<file path="config.mk">
export PLATFORM = sky130hd
export DESIGN_NAME = ctsup_top
export DESIGN_NICKNAME = d
export VERILOG_FILES = /design/src/hw/ctsup_pkg.sv /design/src/hw/ctsup_delay_timer.sv /design/src/hw/ctsup_log.sv /design/src/hw/ctsup_top.sv
export SDC_FILE = /design/constraint.sdc
export NUM_CORES = 2
export LEC_CHECK = 0
export BUFFER_PORTS_ARGS = -buffer_cell sky130_fd_sc_hd__buf_2
export CAP_MARGIN = 20
export CORE_UTILIZATION = 32
export DETAILED_ROUTE_END_ITERATION = 16
export PLACE_DENSITY = 0.57
export SLEW_MARGIN = 20
export SYNTH_ARGS = -nofsm -noshare
export SYNTH_HDL_FRONTEND = slang
export SYNTH_SLANG_ARGS = --single-unit
</file>
<file path="constraint.sdc">
create_clock -name CORE_CLK_IN -period 18.77 [get_ports CORE_CLK_IN]
set_input_delay 0.9385 -clock CORE_CLK_IN [delete_from_list [all_inputs] [get_ports CORE_CLK_IN]]
set_output_delay 0.9385 -clock CORE_CLK_IN [all_outputs]
set_load 0.005 [all_outputs]
</file>
<file path="src/hw/ctsup_pkg.sv">
// Purpose: shared constants and types for the current transformer wiring supervision
// Assumes: currents are magnitudes in 0.01 x In steps, ratios in 0.01 % steps
// Notes:   record field positions are used by the top; the log store takes only the record width
package ctsup_pkg;
   // data widths
   localparam int CUR_W = 16;
   localparam int PCT_W = 14;
   localparam int DLY_W = 21;
   localparam int CNT_W = 16;
   localparam int TS_W  = 48;
   localparam int GRP_W = 3;
   localparam int FLT_W = 5;
   localparam int LOG_DEPTH = 12;
   localparam int IDX_W = 4;
   localparam int NCUR  = 7;

   // 100.00 % in ratio units
   localparam logic [PCT_W-1:0] PCT_FULL = 14'h2710;

   // recommended setting values: 1.20 In, 0.10 In, 10.00 %, 49.00 %, 0.10 In, 500 ms
   localparam logic [CUR_W-1:0] HIGH_LIMIT_DEF = 16'h0078;
   localparam logic [CUR_W-1:0] LOW_LIMIT_DEF  = 16'h000A;
   localparam logic [PCT_W-1:0] RATIO_DEF      = 14'h03E8;
   localparam logic [PCT_W-1:0] SEQ_RATIO_DEF  = 14'h1324;
   localparam logic [CUR_W-1:0] SUM_DIFF_DEF   = 16'h000A;
   localparam logic [DLY_W-1:0] DELAY_DEF      = 21'h001F4;

   // millisecond time base derived from the core clock
   localparam int MS_NS         = 1000000;
   localparam int CLK_PERIOD_NS = 8;
   localparam int CYCLES_PER_MS = (MS_NS + CLK_PERIOD_NS - 1) / CLK_PERIOD_NS;

   // fault status bit positions, a set bit means the condition holds
   localparam int FLT_HIGH  = 0;
   localparam int FLT_LOW   = 1;
   localparam int FLT_RATIO = 2;
   localparam int FLT_SEQ   = 3;
   localparam int FLT_RES   = 4;

   // log record layout
   localparam int REC_TS_LSB  = 0;
   localparam int REC_EV_LSB  = REC_TS_LSB + TS_W;
   localparam int REC_CUR_LSB = REC_EV_LSB + 2;
   localparam int REC_TTA_LSB = REC_CUR_LSB + NCUR * CUR_W;
   localparam int REC_FLT_LSB = REC_TTA_LSB + DLY_W;
   localparam int REC_GRP_LSB = REC_FLT_LSB + FLT_W;
   localparam int REC_W       = REC_GRP_LSB + GRP_W;

   typedef enum logic [1:0] {
      ST_IDLE    = 2'b00,
      ST_START   = 2'b01,
      ST_ALARM   = 2'b10,
      ST_BLOCKED = 2'b11
   } ctsup_state_t;

   typedef enum logic [1:0] {
      EV_ALARM_ON  = 2'b00,
      EV_ALARM_OFF = 2'b01,
      EV_BLOCK_ON  = 2'b10,
      EV_BLOCK_OFF = 2'b11
   } ctsup_event_t;
endpackage

</file>
<file path="src/hw/ctsup_delay_timer.sv">
// Purpose: definite time delay in milliseconds for the alarm
// Assumes: run_in is a level from the same clock domain
// Notes:   counter clears whenever run_in drops
`timescale 1ns/100ps
`default_nettype none
module ctsup_delay_timer
#(
   parameter int MS_CYCLES = ctsup_pkg::CYCLES_PER_MS,
   parameter int DLY_W     = ctsup_pkg::DLY_W
)
(
   input  wire logic             clk_in,
   input  wire logic             rst_n_in,
   input  wire logic             run_in,
   input  wire logic [DLY_W-1:0] delay_ms_in,
   output logic                  expired_out,
   output logic      [DLY_W-1:0] remain_ms_out
);
   localparam int DIV_W = $clog2(MS_CYCLES + 1);

   logic [DIV_W-1:0] div_ff;
   logic [DLY_W-1:0] elapsed_ff;
   logic             ms_tick;

   // divider restarts with each run so the first millisecond is a whole one
   assign ms_tick = run_in && (div_ff == DIV_W'(MS_CYCLES - 1));
   always_ff @(posedge clk_in)
   begin
      if (!rst_n_in || !run_in || ms_tick)
         div_ff <= '0;
      else
         div_ff <= div_ff + 1'b1;
   end

   // elapsed stops at the delay, so it cannot wrap during long faults
   always_ff @(posedge clk_in)
   begin
      if (!rst_n_in || !run_in)
         elapsed_ff <= '0;
      else if (ms_tick && !expired_out)
         elapsed_ff <= elapsed_ff + 1'b1;
   end

   assign expired_out   = run_in && (elapsed_ff >= delay_ms_in);
   assign remain_ms_out = (elapsed_ff >= delay_ms_in) ? '0 : delay_ms_in - elapsed_ff;
endmodule
`default_nettype wire

</file>
<file path="src/hw/ctsup_log.sv">
// Purpose: ring store of the most recent time-stamped records
// Assumes: at most one write per clock
// Notes:   read index 0 is the newest record, read data lags the index by one clock
`timescale 1ns/100ps
`default_nettype none
module ctsup_log
#(
   parameter int DEPTH = ctsup_pkg::LOG_DEPTH,
   parameter int W     = ctsup_pkg::REC_W,
   parameter int IDX_W = ctsup_pkg::IDX_W
)
(
   input  wire logic             clk_in,
   input  wire logic             rst_n_in,
   input  wire logic             wr_in,
   input  wire logic [W-1:0]     wr_data_in,
   input  wire logic [IDX_W-1:0] rd_idx_in,
   output logic      [IDX_W-1:0] count_out,
   output logic                  rd_valid_out,
   output logic      [W-1:0]     rd_data_out
);
   logic [W-1:0]     mem_ff [DEPTH];
   logic [IDX_W-1:0] wr_ptr_ff;
   logic [IDX_W:0]   slot;
   logic             hit;

   // oldest slot is overwritten once the store is full
   always_ff @(posedge clk_in)
   begin
      if (wr_in)
         mem_ff[wr_ptr_ff] <= wr_data_in;
   end

   always_ff @(posedge clk_in)
   begin
      if (!rst_n_in)
      begin
         wr_ptr_ff <= '0;
         count_out <= '0;
      end
      else if (wr_in)
      begin
         wr_ptr_ff <= (wr_ptr_ff == IDX_W'(DEPTH - 1)) ? '0 : wr_ptr_ff + 1'b1;
         if (count_out != IDX_W'(DEPTH))
            count_out <= count_out + 1'b1;
      end
   end

   // newest-relative index to physical slot
   always_comb
   begin
      slot = {1'b0, wr_ptr_ff} + (IDX_W+1)'(DEPTH - 1) - {1'b0, rd_idx_in};
      if (slot >= (IDX_W+1)'(DEPTH))
         slot = slot - (IDX_W+1)'(DEPTH);
   end
   assign hit = rd_idx_in < count_out;

   always_ff @(posedge clk_in)
   begin
      if (!rst_n_in)
      begin
         rd_valid_out <= 1'b0;
         rd_data_out  <= '0;
      end
      else
      begin
         rd_valid_out <= hit;
         rd_data_out  <= hit ? mem_ff[slot[IDX_W-1:0]] : '0;
      end
   end
endmodule
`default_nettype wire

</file>
<file path="src/hw/ctsup_top.sv">
// Purpose: current transformer wiring supervision with alarm delay, events, counter and log
// Assumes: CYCLE_TICK_IN is a one-clock program cycle pulse from same-domain logic;
//          all current and setting inputs are same-domain and steady around the tick
// Notes:   conditions are sampled on the tick and acted on one clock later
// Contract
// A detected fault with all enabled conditions met starts the delay, alarm only if it lasts.
// Any phase above the upper current limit keeps the supervision from activating.
// All phases below the lower current limit keep the supervision from activating.
// With residual selection on, the summed phase current is compared with measured residual.
// With residual selection on, a residual difference below its limit withholds activation.
// Without residual selection, a lost primary phase alarms just like a wiring break.
// Every alarm or block status change gives an event, ON changes also a log record.
// Only the event polarities selected by configuration are stored to the main buffer.
// Every event carries a time stamp.
// A cumulative counter of alarm and blocked events can be reset on request.
// The log keeps the twelve newest time-stamped records, replacing the oldest.
// A log record is written only on ON events and holds the process data of that moment.
// A record holds time, event, currents, time to alarm, fault status and setting group.
// Block is sampled each program cycle; block at pickup gives blocked and resets start.
// The min to max phase current ratio must be within its threshold to activate.
// The negative to positive sequence ratio must reach its threshold to activate.
// The delay timer and pending start clear as soon as any condition stops holding.
`timescale 1ns/100ps
`default_nettype none
module ctsup_top
#(
   parameter int MS_CYCLES = ctsup_pkg::CYCLES_PER_MS
)
(
   input  wire logic                              CORE_CLK_IN,
   input  wire logic                              NRST_IN,
   input  wire logic                              CYCLE_TICK_IN,
   input  wire logic                              BLOCK_IN,
   input  wire logic [ctsup_pkg::CUR_W-1:0]       IL1_IN,
   input  wire logic [ctsup_pkg::CUR_W-1:0]       IL2_IN,
   input  wire logic [ctsup_pkg::CUR_W-1:0]       IL3_IN,
   input  wire logic [ctsup_pkg::CUR_W-1:0]       I1_IN,
   input  wire logic [ctsup_pkg::CUR_W-1:0]       I2_IN,
   input  wire logic [ctsup_pkg::CUR_W-1:0]       ISUM_IN,
   input  wire logic [ctsup_pkg::CUR_W-1:0]       I01_IN,
   input  wire logic [ctsup_pkg::CUR_W-1:0]       I02_IN,
   input  wire logic [ctsup_pkg::CUR_W-1:0]       HIGH_LIMIT_IN,
   input  wire logic [ctsup_pkg::CUR_W-1:0]       LOW_LIMIT_IN,
   input  wire logic [ctsup_pkg::PCT_W-1:0]       RATIO_LIMIT_IN,
   input  wire logic [ctsup_pkg::PCT_W-1:0]       SEQUENCE_RATIO_THRESHOLD_IN,
   input  wire logic [ctsup_pkg::CUR_W-1:0]       SUM_DIFF_LIMIT_IN,
   input  wire logic                              RESIDUAL_INPUT_SELECT_IN,
   input  wire logic [ctsup_pkg::DLY_W-1:0]       ALARM_DELAY_MS_IN,
   input  wire logic [ctsup_pkg::TS_W-1:0]        TIMESTAMP_IN,
   input  wire logic [ctsup_pkg::GRP_W-1:0]       SETTING_GROUP_IN,
   input  wire logic                              EVENT_ON_SEL_IN,
   input  wire logic                              EVENT_OFF_SEL_IN,
   input  wire logic                              COUNTER_CLEAR_IN,
   input  wire logic [ctsup_pkg::IDX_W-1:0]       LOG_RD_INDEX_IN,
   output logic                                   START_OUT,
   output logic                                   ALARM_OUT,
   output logic                                   BLOCKED_OUT,
   output logic      [ctsup_pkg::FLT_W-1:0]       FAULT_STATUS_OUT,
   output logic      [ctsup_pkg::DLY_W-1:0]       TIME_TO_ALARM_OUT,
   output logic                                   EVENT_VALID_OUT,
   output logic                                   EVENT_STORE_OUT,
   output logic      [1:0]                        EVENT_CODE_OUT,
   output logic      [ctsup_pkg::TS_W-1:0]        EVENT_STAMP_OUT,
   output logic      [ctsup_pkg::CNT_W-1:0]       EVENT_COUNT_OUT,
   output logic      [ctsup_pkg::IDX_W-1:0]       LOG_COUNT_OUT,
   output logic                                   LOG_RD_VALID_OUT,
   output logic      [ctsup_pkg::REC_W-1:0]       LOG_RD_DATA_OUT
);
   localparam int CW = ctsup_pkg::CUR_W;

   ctsup_pkg::ctsup_state_t state_ff;
   ctsup_pkg::ctsup_state_t nxt_state;
   ctsup_pkg::ctsup_event_t ev_code;

   logic [CW-1:0]                   smp_cur_ff [ctsup_pkg::NCUR];
   logic [ctsup_pkg::FLT_W-1:0]     cond;
   logic [ctsup_pkg::FLT_W-1:0]     cond_ff;
   logic [ctsup_pkg::GRP_W-1:0]     group_ff;
   logic [ctsup_pkg::DLY_W-1:0]     tta_ff;
   logic [ctsup_pkg::DLY_W-1:0]     remain_ms;
   logic [ctsup_pkg::REC_W-1:0]     rec;
   logic [CW-1:0]                   imax;
   logic [CW-1:0]                   imin;
   logic [31:0]                     ratio_lhs;
   logic [31:0]                     ratio_rhs;
   logic [31:0]                     seq_lhs;
   logic [31:0]                     seq_rhs;
   logic                            block_ff;
   logic                            eval_ff;
   logic                            pickup;
   logic                            expired;
   logic                            rep_alarm_ff;
   logic                            rep_block_ff;
   logic                            ev_fire;
   logic                            ev_is_on;
   logic                            log_wr_ff;

   // largest of three magnitudes
   function automatic logic [CW-1:0] max3(input logic [CW-1:0] a, b, c);
      logic [CW-1:0] m;
      m = (a > b) ? a : b;
      return (m > c) ? m : c;
   endfunction

   // smallest of three magnitudes
   function automatic logic [CW-1:0] min3(input logic [CW-1:0] a, b, c);
      logic [CW-1:0] m;
      m = (a < b) ? a : b;
      return (m < c) ? m : c;
   endfunction

   // ratios are compared by cross-multiplying, which avoids a divider
   assign imax      = max3(IL1_IN, IL2_IN, IL3_IN);
   assign imin      = min3(IL1_IN, IL2_IN, IL3_IN);
   assign ratio_lhs = 32'(imin) * 32'(ctsup_pkg::PCT_FULL);
   assign ratio_rhs = 32'(imax) * 32'(RATIO_LIMIT_IN);
   assign seq_lhs   = 32'(I2_IN) * 32'(ctsup_pkg::PCT_FULL);
   assign seq_rhs   = 32'(I1_IN) * 32'(SEQUENCE_RATIO_THRESHOLD_IN);

   // activation conditions, each bit set while its condition holds
   always_comb
   begin
      cond = '0;
      cond[ctsup_pkg::FLT_HIGH]  = imax <= HIGH_LIMIT_IN;
      cond[ctsup_pkg::FLT_LOW]   = imax > LOW_LIMIT_IN;
      cond[ctsup_pkg::FLT_RATIO] = ratio_lhs <= ratio_rhs;
      cond[ctsup_pkg::FLT_SEQ]   = seq_lhs >= seq_rhs;
      // residual bit is forced true when unselected, so a lost primary phase also alarms
      cond[ctsup_pkg::FLT_RES]   = 1'b1;
      if (RESIDUAL_INPUT_SELECT_IN)
         cond[ctsup_pkg::FLT_RES] = ((ISUM_IN > I01_IN) ? ISUM_IN - I01_IN
                                                         : I01_IN - ISUM_IN)
                                    >= SUM_DIFF_LIMIT_IN;
   end

   // program cycle sample: block, conditions and process data for the log
   always_ff @(posedge CORE_CLK_IN)
   begin
      if (!NRST_IN)
      begin
         block_ff <= 1'b0;
         cond_ff  <= '0;
         group_ff <= '0;
         eval_ff  <= 1'b0;
      end
      else
      begin
         eval_ff <= CYCLE_TICK_IN;
         if (CYCLE_TICK_IN)
         begin
            block_ff <= BLOCK_IN;
            cond_ff  <= cond;
            group_ff <= SETTING_GROUP_IN;
         end
      end
   end

   always_ff @(posedge CORE_CLK_IN)
   begin
      if (!NRST_IN)
      begin
         for (int i = 0; i < ctsup_pkg::NCUR; i++)
            smp_cur_ff[i] <= '0;
      end
      else if (CYCLE_TICK_IN)
      begin
         smp_cur_ff[0] <= IL1_IN;
         smp_cur_ff[1] <= IL2_IN;
         smp_cur_ff[2] <= IL3_IN;
         smp_cur_ff[3] <= I01_IN;
         smp_cur_ff[4] <= I02_IN;
         smp_cur_ff[5] <= I1_IN;
         smp_cur_ff[6] <= I2_IN;
      end
   end

   assign pickup = &cond_ff;

   // supervision state; alarm may rise between ticks, everything else moves on a tick
   always_comb
   begin
      nxt_state = state_ff;
      if (eval_ff)
      begin
         if (!pickup)
            nxt_state = ctsup_pkg::ST_IDLE;
         else if (block_ff)
            nxt_state = ctsup_pkg::ST_BLOCKED;
         else
         begin
            unique case (state_ff)
               ctsup_pkg::ST_IDLE:    nxt_state = ctsup_pkg::ST_START;
               ctsup_pkg::ST_BLOCKED: nxt_state = ctsup_pkg::ST_START;
               ctsup_pkg::ST_START:   nxt_state = ctsup_pkg::ST_START;
               ctsup_pkg::ST_ALARM:   nxt_state = ctsup_pkg::ST_ALARM;
            endcase
         end
      end
      else if (state_ff == ctsup_pkg::ST_START && expired)
         nxt_state = ctsup_pkg::ST_ALARM;
   end

   always_ff @(posedge CORE_CLK_IN)
   begin
      if (!NRST_IN)
         state_ff <= ctsup_pkg::ST_IDLE;
      else
         state_ff <= nxt_state;
   end

   // timer runs only in start; leaving start for any reason clears it
   ctsup_delay_timer #(
      .MS_CYCLES (MS_CYCLES),
      .DLY_W     (ctsup_pkg::DLY_W)
   ) u_timer (
      .clk_in        (CORE_CLK_IN),
      .rst_n_in      (NRST_IN),
      .run_in        (state_ff == ctsup_pkg::ST_START),
      .delay_ms_in   (ALARM_DELAY_MS_IN),
      .expired_out   (expired),
      .remain_ms_out (remain_ms)
   );

   // time left before alarm, frozen when start is left for blocked
   always_ff @(posedge CORE_CLK_IN)
   begin
      if (!NRST_IN)
         tta_ff <= '0;
      else if (state_ff == ctsup_pkg::ST_START)
         tta_ff <= remain_ms;
      else if (state_ff == ctsup_pkg::ST_IDLE)
         tta_ff <= ALARM_DELAY_MS_IN;
   end

   assign START_OUT         = state_ff == ctsup_pkg::ST_START;
   assign ALARM_OUT         = state_ff == ctsup_pkg::ST_ALARM;
   assign BLOCKED_OUT       = state_ff == ctsup_pkg::ST_BLOCKED;
   assign FAULT_STATUS_OUT  = cond_ff;
   assign TIME_TO_ALARM_OUT = tta_ff;

   // one event per clock; alarm changes go first, a pending block change waits a clock
   always_comb
   begin
      ev_fire = 1'b0;
      ev_code = ctsup_pkg::EV_ALARM_ON;
      if (ALARM_OUT != rep_alarm_ff)
      begin
         ev_fire = 1'b1;
         ev_code = ALARM_OUT ? ctsup_pkg::EV_ALARM_ON : ctsup_pkg::EV_ALARM_OFF;
      end
      else if (BLOCKED_OUT != rep_block_ff)
      begin
         ev_fire = 1'b1;
         ev_code = BLOCKED_OUT ? ctsup_pkg::EV_BLOCK_ON : ctsup_pkg::EV_BLOCK_OFF;
      end
   end
   assign ev_is_on = (ev_code == ctsup_pkg::EV_ALARM_ON) || (ev_code == ctsup_pkg::EV_BLOCK_ON);

   // reported states track which changes have already produced an event
   always_ff @(posedge CORE_CLK_IN)
   begin
      if (!NRST_IN)
      begin
         rep_alarm_ff <= 1'b0;
         rep_block_ff <= 1'b0;
      end
      else if (ev_fire)
      begin
         if (ev_code == ctsup_pkg::EV_ALARM_ON || ev_code == ctsup_pkg::EV_ALARM_OFF)
            rep_alarm_ff <= ALARM_OUT;
         else
            rep_block_ff <= BLOCKED_OUT;
      end
   end

   // event port, store strobe follows the polarity selection
   always_ff @(posedge CORE_CLK_IN)
   begin
      if (!NRST_IN)
      begin
         EVENT_VALID_OUT <= 1'b0;
         EVENT_STORE_OUT <= 1'b0;
         EVENT_CODE_OUT  <= 2'h0;
         EVENT_STAMP_OUT <= '0;
      end
      else
      begin
         EVENT_VALID_OUT <= ev_fire;
         EVENT_STORE_OUT <= ev_fire && (ev_is_on ? EVENT_ON_SEL_IN : EVENT_OFF_SEL_IN);
         if (ev_fire)
         begin
            EVENT_CODE_OUT  <= ev_code;
            EVENT_STAMP_OUT <= TIMESTAMP_IN;
         end
      end
   end

   // cumulative alarm and blocked count; a count in the clearing clock is kept
   always_ff @(posedge CORE_CLK_IN)
   begin
      if (!NRST_IN)
         EVENT_COUNT_OUT <= '0;
      else if (ev_fire && ev_is_on)
      begin
         if (COUNTER_CLEAR_IN)
            EVENT_COUNT_OUT <= ctsup_pkg::CNT_W'(1);
         else if (EVENT_COUNT_OUT != '1)
            EVENT_COUNT_OUT <= EVENT_COUNT_OUT + 1'b1;
      end
      else if (COUNTER_CLEAR_IN)
         EVENT_COUNT_OUT <= '0;
   end

   // log record assembled from the program cycle sample and the event of this clock
   always_ff @(posedge CORE_CLK_IN)
   begin
      if (!NRST_IN)
      begin
         log_wr_ff <= 1'b0;
         rec       <= '0;
      end
      else
      begin
         log_wr_ff <= ev_fire && ev_is_on;
         if (ev_fire && ev_is_on)
         begin
            rec[ctsup_pkg::REC_TS_LSB +: ctsup_pkg::TS_W]  <= TIMESTAMP_IN;
            rec[ctsup_pkg::REC_EV_LSB +: 2]                <= ev_code;
            for (int i = 0; i < ctsup_pkg::NCUR; i++)
               rec[ctsup_pkg::REC_CUR_LSB + i*CW +: CW]    <= smp_cur_ff[i];
            rec[ctsup_pkg::REC_TTA_LSB +: ctsup_pkg::DLY_W] <= tta_ff;
            rec[ctsup_pkg::REC_FLT_LSB +: ctsup_pkg::FLT_W] <= cond_ff;
            rec[ctsup_pkg::REC_GRP_LSB +: ctsup_pkg::GRP_W] <= group_ff;
         end
      end
   end

   ctsup_log #(
      .DEPTH (ctsup_pkg::LOG_DEPTH),
      .W     (ctsup_pkg::REC_W),
      .IDX_W (ctsup_pkg::IDX_W)
   ) u_log (
      .clk_in       (CORE_CLK_IN),
      .rst_n_in     (NRST_IN),
      .wr_in        (log_wr_ff),
      .wr_data_in   (rec),
      .rd_idx_in    (LOG_RD_INDEX_IN),
      .count_out    (LOG_COUNT_OUT),
      .rd_valid_out (LOG_RD_VALID_OUT),
      .rd_data_out  (LOG_RD_DATA_OUT)
   );
endmodule
`default_nettype wire
</file>
## Yosys cells after proc, flatten, opt, wreduce, memory -nomap -nowiden

Memories as Yosys holds them, arrays and structs flattened. A register that Yosys moved wholly into a read port is not among the register bits.
Cells that the tools add are included.

- Bits in writable memories: 2404
- Logic and storage cells: 143
- Memories kept: 2
- Bits in registers: 342

Memories:

| name | depth | bits a word | read ports | clocked after Yosys merged registers in | wr ports | RTL line | source |
|---|---|---|---|---|---|---|---|
| u_log.mem_ff | 12 | 191 | 1 | 1 | 1 | ctsup_log.sv:22 | `logic [W-1:0] mem_ff [DEPTH];` |
| smp_cur_ff | 7 | 16 | 7 | 7 | 7 | ctsup_top.sv:75 | `logic [CW-1:0] smp_cur_ff [ctsup_pkg::NCUR];` |

- Reductions and logical operators: 34
- Eq/ne operators: 11
- Multipliers: 4
- Add/subtract/negate cells: 11
- Bitwise operators: 8
- Order comparisons: 13
- Muxes and demuxes: 40

Operator list:

| kind | count |
|---|---|
| $mux 16 | 16 |
| $gt 16x16->1 | 4 |
| $mux 21 | 3 |
| $mul 16x14->30 | 2 |
| $mul 16x10->26 const B | 2 |
| $lt 16x16->1 | 2 |
| $sub 16x16->16 | 2 |
| $ge 30x30->1 | 1 |
| $le 30x30->1 | 1 |
| $add 21x1->21 const B | 1 |
| $ge 21x21->1 | 1 |
| $sub 21x21->21 | 1 |
| $add 17x1->17 const B | 1 |
| $eq 17x17->1 const B | 1 |
| $add 16x1->16 const B | 1 |
| $ge 16x16->1 | 1 |
| $le 16x16->1 | 1 |
| $ne 16x16->1 const B | 1 |
| $mux 1 | 12 |
| $mux 2 | 6 |
| $logic_not 1->1 | 11 |
| $reduce_and 2->1 | 5 |
| $add 4x1->4 const B | 2 |
| $mux 4 | 2 |
| 19 further kinds | 41 |

## Longest topological paths before layout

- Depth after elaboration: 9
- Gate-level depth with buffers: 51
- Gate-level depth less buffers: 47

## Hierarchy

From an unflattened synthesis, not the netlist that was laid out.

- Cell total of the unflattened synthesis: 8796
- Area, all modules: 135792.7 µm²

By module, submodules not included:

| module | seq. area each (µm²) | cells each | area each (µm²) | instances |
|---|---|---|---|---|
| ctsup_log | 72829.8 | 4217 | 93244.4 | 1 |
| ctsup_top | 9268.9 | 4178 | 39419.1 | 1 |
| ctsup_delay_timer | 760.7 | 401 | 3129.3 | 1 |

## Worst setup path before layout

OpenSTA, ideal clock, no wires.

- Kind: reg-to-reg
- From: reg u_log.wr_ptr_ff[0]
- To: mem u_log.mem_ff[3][0] (netlist name) (enable)
- Arrival time: 13.568 ns
- Setup slack: 4.224 ns
- Stages on the path, launching flop included: 4
- Setup time: 0.978 ns
- Path buffers: 0
- Period minus slack after synthesis: 14.546 ns
- Data required time: 17.792 ns
- Cells stage by stage: dfxtp_1 > ha_1 > nand2_1 > nor3_1

RTL lines:

| item | RTL line | source |
|---|---|---|
| start: declaration | ctsup_log.sv:23 | `logic [IDX_W-1:0] wr_ptr_ff;` |
| start signal: assignment | ctsup_log.sv:43 | `wr_ptr_ff <= (wr_ptr_ff == IDX_W'(DEPTH - 1)) ? '0 : wr_ptr_ff + 1'b1;` |
| end: declaration | ctsup_log.sv:22 |  |

Straight into the memory's write port.

## Final worst setup path

- From: in IL2_IN[14] (netlist name)
- To: reg cond_ff, in the netlist FAULT_STATUS_OUT[2]

- Longest elaborated chain between the ends: 6
- Elaborated cells on any way between the ends: 11
- Classes of those cells: 2 x mul; 5 x order compare; 4 x mux

Ends and longest elaborated chain:

| item | RTL line | source |
|---|---|---|
| start: declaration | ctsup_top.sv:35 | `input wire logic [ctsup_pkg::CUR_W-1:0] IL2_IN,` |
| $lt 16x16->1 / $gt 16x16->1 (equally long branches) | ctsup_top.sv:108, ctsup_top.sv:101 |  |
| $mux 16, on equally long branches | ctsup_top.sv:108, ctsup_top.sv:101 |  |
| $lt 16x16->1 / $gt 16x16->1 (equally long branches) | ctsup_top.sv:109, ctsup_top.sv:102 |  |
| $mux 16, on equally long branches | ctsup_top.sv:109, ctsup_top.sv:102 |  |
| $mul 16x10->26 / $mul 16x14->30 (equally long branches) | ctsup_top.sv:115, ctsup_top.sv:116 |  |
| $le 30x30->1 * | ctsup_top.sv:126 | `cond[ctsup_pkg::FLT_RATIO] = ratio_lhs <= ratio_rhs;` |
| end signal: assignment | ctsup_top.sv:152 | `cond_ff <= cond;` |
| end: declaration | ctsup_top.sv:77 | `logic [ctsup_pkg::FLT_W-1:0] cond_ff;` |

Every way passes the cells marked *; elsewhere a longest branch is shown, timed or not.
A chain may end at the register's enable or synchronous reset.

==> impl_summary.log <==
[metrics] Top-Level Pins: 581
[metrics] # nets final: 10,330
[metrics] EDFF count, synth: 2,404
[metrics] HPWL Detailed: 233,500 um
[metrics] kind of capture point of the worst setup path: flop
[metrics] number of clock buffers inserted by TritonCTS: 317
[metrics] Yosys reg bits: 2,937
[metrics] first drt pass iteration count: 6
[metrics] startpoint type of the worst setup path: primary input
[metrics] area of the placeable core: 413,100 um^2
[metrics] cell count after synthesis: 8,475
[metrics] PD cells: 157.8 nW/um^2
[metrics] Crit Path Class: primary input to flop
[metrics] Placed Cells: 14,240
[metrics] share of layout cells above drive strength 1: 20.05%
[metrics] global-route wire length before repair: 541,600 um
[metrics] post-synthesis area per instance: 15.67 um^2
[metrics] count of hold buffers inserted by post-cts repair: 0
[metrics] number of nets still failing antenna checks after routing: 0
[metrics] Remaining Overflow, GRT: 0
[metrics] count of standard-cell rows: 236
[metrics] postcts setup bufs: 0
[metrics] YS warnings: 0
[metrics] Resize count post-CTS: 0
[metrics] starting density of the core: 32.16%
[metrics] root cell of the clock tree: sky130_fd_sc_hd__clkbuf_16
[metrics] maximum number of pins on one net before global-route repair: 149
[metrics] unrepaired setup endpoints after global routing: no
[metrics] maximum level of the CTS H-tree: 5
[metrics] global placer's final weighted congestion: 0.8608
[metrics] fraction of the mapped netlist area in simple logic gates: 5.462%
[metrics] Distinct cells, synth: 87
[metrics] Reg clk slew, reported paths: 80 ps
[metrics] horizontal die dimension: 646.3 um
[metrics] die height: 646.3 um
[metrics] CTS max path bufs: 4
[metrics] total of buffers placed on input and output ports: 580
[metrics] number of clock sinks: 2,937
[metrics] via/cell ratio: 5.034
[metrics] leakage component of the power: 0.05692 uW
[metrics] proportion of register bits with asynchronous set or reset after synthesis: 0%
[metrics] final clock skew: 158.3 ps
[metrics] Slew headroom: 26.91%
[metrics] violation count after the first detailed-routing iteration: 5,790
[metrics] Filler cells: 38,400
[metrics] Sequential Area: 82,860 um^2
[metrics] dominant synthesized flop cell: sky130_fd_sc_hd__edfxtp_1
[metrics] worst voltage drop across the vdd grid: 0.0005965 V
[metrics] vias in the first global route: 78,340
[metrics] post-synth design cell area: 132,800 um^2
[metrics] accumulated negative setup slack: 0 ps
[metrics] TritonCTS clock tree: yes
[metrics] P&R area growth vs syn: 15.18%
[metrics] status: finished clean
[metrics] largest incremental delay on the critical path: 800 ps
[metrics] sequential fraction of the synthesis area: 62.37%
[metrics] number of hold violations in the final report: 0
[metrics] count of maximum capacitance violations: 0
[metrics] endpoint required time on the critical path: 19,660 ps
[metrics] setup-violating endpoint count in the final report: 0
[metrics] adder-cell area share of the yosys netlist: 11.26%
[metrics] Worst Path Max Fanout: 31
[metrics] nets in the synthesized netlist: 9,715
[metrics] total die area: 417,700 um^2
[metrics] worst min-delay path class: primary input to flop
[metrics] source-to-sink clock delay at the later pin of the worst-skew pair: 1000 ps
[metrics] Routed wire per std cell: 25.21 um
[metrics] Final Max Tran Viols: 0
[metrics] highest clock rate: 0.07912 GHz
[metrics] multiplexer share of the synthesized area: 11.86%
[metrics] synthesized-area fraction occupied by ao, oa, aoi and oai cells: 5.073%
[metrics] number of antenna violations at the first check in global routing: 63
[metrics] Least-Margin Pin Slew: 1096 ps
[metrics] largest family of logic cells by synthesized area: multiplexers
[metrics] Cell Count, Final, Fillers Out: 14,850
[metrics] overall routed net length: 374,400 um
[metrics] cell with the largest stage delay on the worst path: sky130_fd_sc_hd__a21oi_2
[metrics] XOR/XNOR share of the synthesized area: 1.022%
[metrics] final critical delay including setup and external delays: 12,640 ps
[metrics] Critical Path Most Common Cell: sky130_fd_sc_hd__fa_1
[metrics] residual DRC count: 0
[metrics] detailed-route via count: 74,760
[metrics] global-route usage over all layers: 17.59%
[metrics] area occupied by multi-input gates: 46,260 um^2
[metrics] arrival time reported for the critical path endpoint: 13,530 ps
[metrics] final critical-path share of the clock period: 67.34%
cell families (layout without fill, tap and decap cells):
logic type / count (synthesis) / count (layout)
DFF: 2937 / 2937
and+or+nand+nor: 1575 / 1575
buffers and inverters: 1023 / 1905
AOI/OAI and AO/OA: 983 / 983
adders and majority gates: 953 / 953
muxes: 849 / 849
xor gates and xnor gates: 155 / 155
other: 0 / 20
synth_stat cells, drive strengths merged (13+ instances only):
cell type	n	share of area, %
inv	626	1.8
o21bai	15	0.085
dfxtp	533	8.0
mux2	48	0.43
nor2b	43	0.20
or3	13	0.061
o21a	36	0.20
and3	73	0.35
a21o	85	0.48
nand4	42	0.20
mux4	573	9.7
nand2b	29	0.14
buf	70	0.26
o21ai	95	0.36
ha	548	5.2
nand3	49	0.20
a222oi	13	0.098
xor2	67	0.44
nor3	42	0.16
a22o	114	0.75
xnor2	88	0.58
fa	404	6.1
edfxtp	2404	54
nor2	426	1.2
clkbuf	325	0.92
a21oi	305	1.2
o211ai	17	0.096
a211oi	211	1.2
nand2	604	1.7
and2	214	1.0
mux2i	228	1.7
cell usage in the layout, fill, tap and decap left out, types with 289 or more instances in the layout:
cell,synthesis,final
sky130_fd_sc_hd__inv_1,626,625
sky130_fd_sc_hd__nand2_1,604,602
sky130_fd_sc_hd__edfxtp_1,2404,2404
sky130_fd_sc_hd__clkbuf_16,0,329
sky130_fd_sc_hd__fa_1,404,404
sky130_fd_sc_hd__ha_1,548,546
sky130_fd_sc_hd__mux4_2,573,573
sky130_fd_sc_hd__nor2_1,425,422
sky130_fd_sc_hd__a21oi_1,296,289
sky130_fd_sc_hd__buf_2,22,579
sky130_fd_sc_hd__dfxtp_1,533,533
power by group:
| group | leakage, uW | total, uW | switching (uW) | internal [uW] |
|---|---|---|---|---|
| Combinational | 0.0248 | 10600 | 5810 | 4830 |
| Clock | 0.00525 | 6370 | 2620 | 3750 |
| Sequential | 0.0269 | 7140 | 93.8 | 7050 |
| Total | 0.0569 | 24200 | 8520 | 15600 |
layer usage:
metal	vias up	track usage (%)	routed length, um
met3	530	2.548	20120
li1	32960	-	-
met1	39020	23.46	160600
met2	2234	29.73	183000
met4	16	5.151	10530
met5	-	0	107
worst max-delay path, delay by kind of cell:
| family | cells | cell delay, ps |
|---|---|---|
| AO/OA/AOI/OAI | 18 | 4730 |
| adder cells (fa/ha/maj) | 10 | 4200 |
| buffers and inverters | 7 | 940 |
| multiplexers | 1 | 310 |
| AND/OR/NAND/NOR | 12 | 2360 |
metrics by stage:
step           utilization [%]  setup WS, ps  cell area, um^2  power [uW]  hold slack [ps]
2_1_floorplan                -          4224           132800       15410            417.6
4_1_cts                  37.02          6257           152900       24450            147.6
3_5_place_dp             34.44          5184           142300       17950            434.4
5_1_grt                  37.03          5268           153000       26140            196.6
6_report                 37.04          6130           153000       24150            216.5
3_3_place_gp             34.43          5337           142200       17820            430.9
final cells by class:
| class | instances | share of cell area (%) |
|---|---|---|
| multi-input cells | 4515 | 30.23 |
| diodes | 20 | 0.03271 |
| flip-flops and latches | 2937 | 54.15 |
| clock inverters | 153 | 1.121 |
| well taps | 5474 | 4.476 |
| inverters | 628 | 1.549 |
| clock buffers | 436 | 5.865 |
| repair buffers | 688 | 2.570 |
flip-flops by register name (all words and copies together), names as in the netlist, 2 cells and up:
name                count
u_log.mem_ff         2292
u_timer.div_ff         17
u_log.wr_ptr_ff         4
rec                   191
u_log.count_out         4
group_ff                3
state_ff                2
EVENT_COUNT_OUT        16
u_log.rd_data_out     191
EVENT_CODE_OUT          2
FAULT_STATUS_OUT        5
EVENT_STAMP_OUT        48
TIME_TO_ALARM_OUT      21
smp_cur_ff            112
u_timer.elapsed_ff     21
final timing paths:
kind | start | endpoint | slack [ps] | depth (start not counted)
worst min-delay path | TIMESTAMP_IN[12] | rec[12]$_SDFFE_PN0P_ | 220 | 2
worst max-delay path | IL2_IN[14] | FAULT_STATUS_OUT[2]$_SDFFE_PN0P_ | 6130 | 48
worst max register to register | u_log.wr_ptr_ff[1]$_SDFFE_PN0P_ | u_log.rd_data_out[30]$_SDFF_PN0_ | 12800 | 13
worst min register to register | u_timer.div_ff[0]$_SDFF_PP0_ | u_timer.div_ff[0]$_SDFF_PP0_ | 440 | 1
Note: power is estimated with default switching activity, not from simulation.
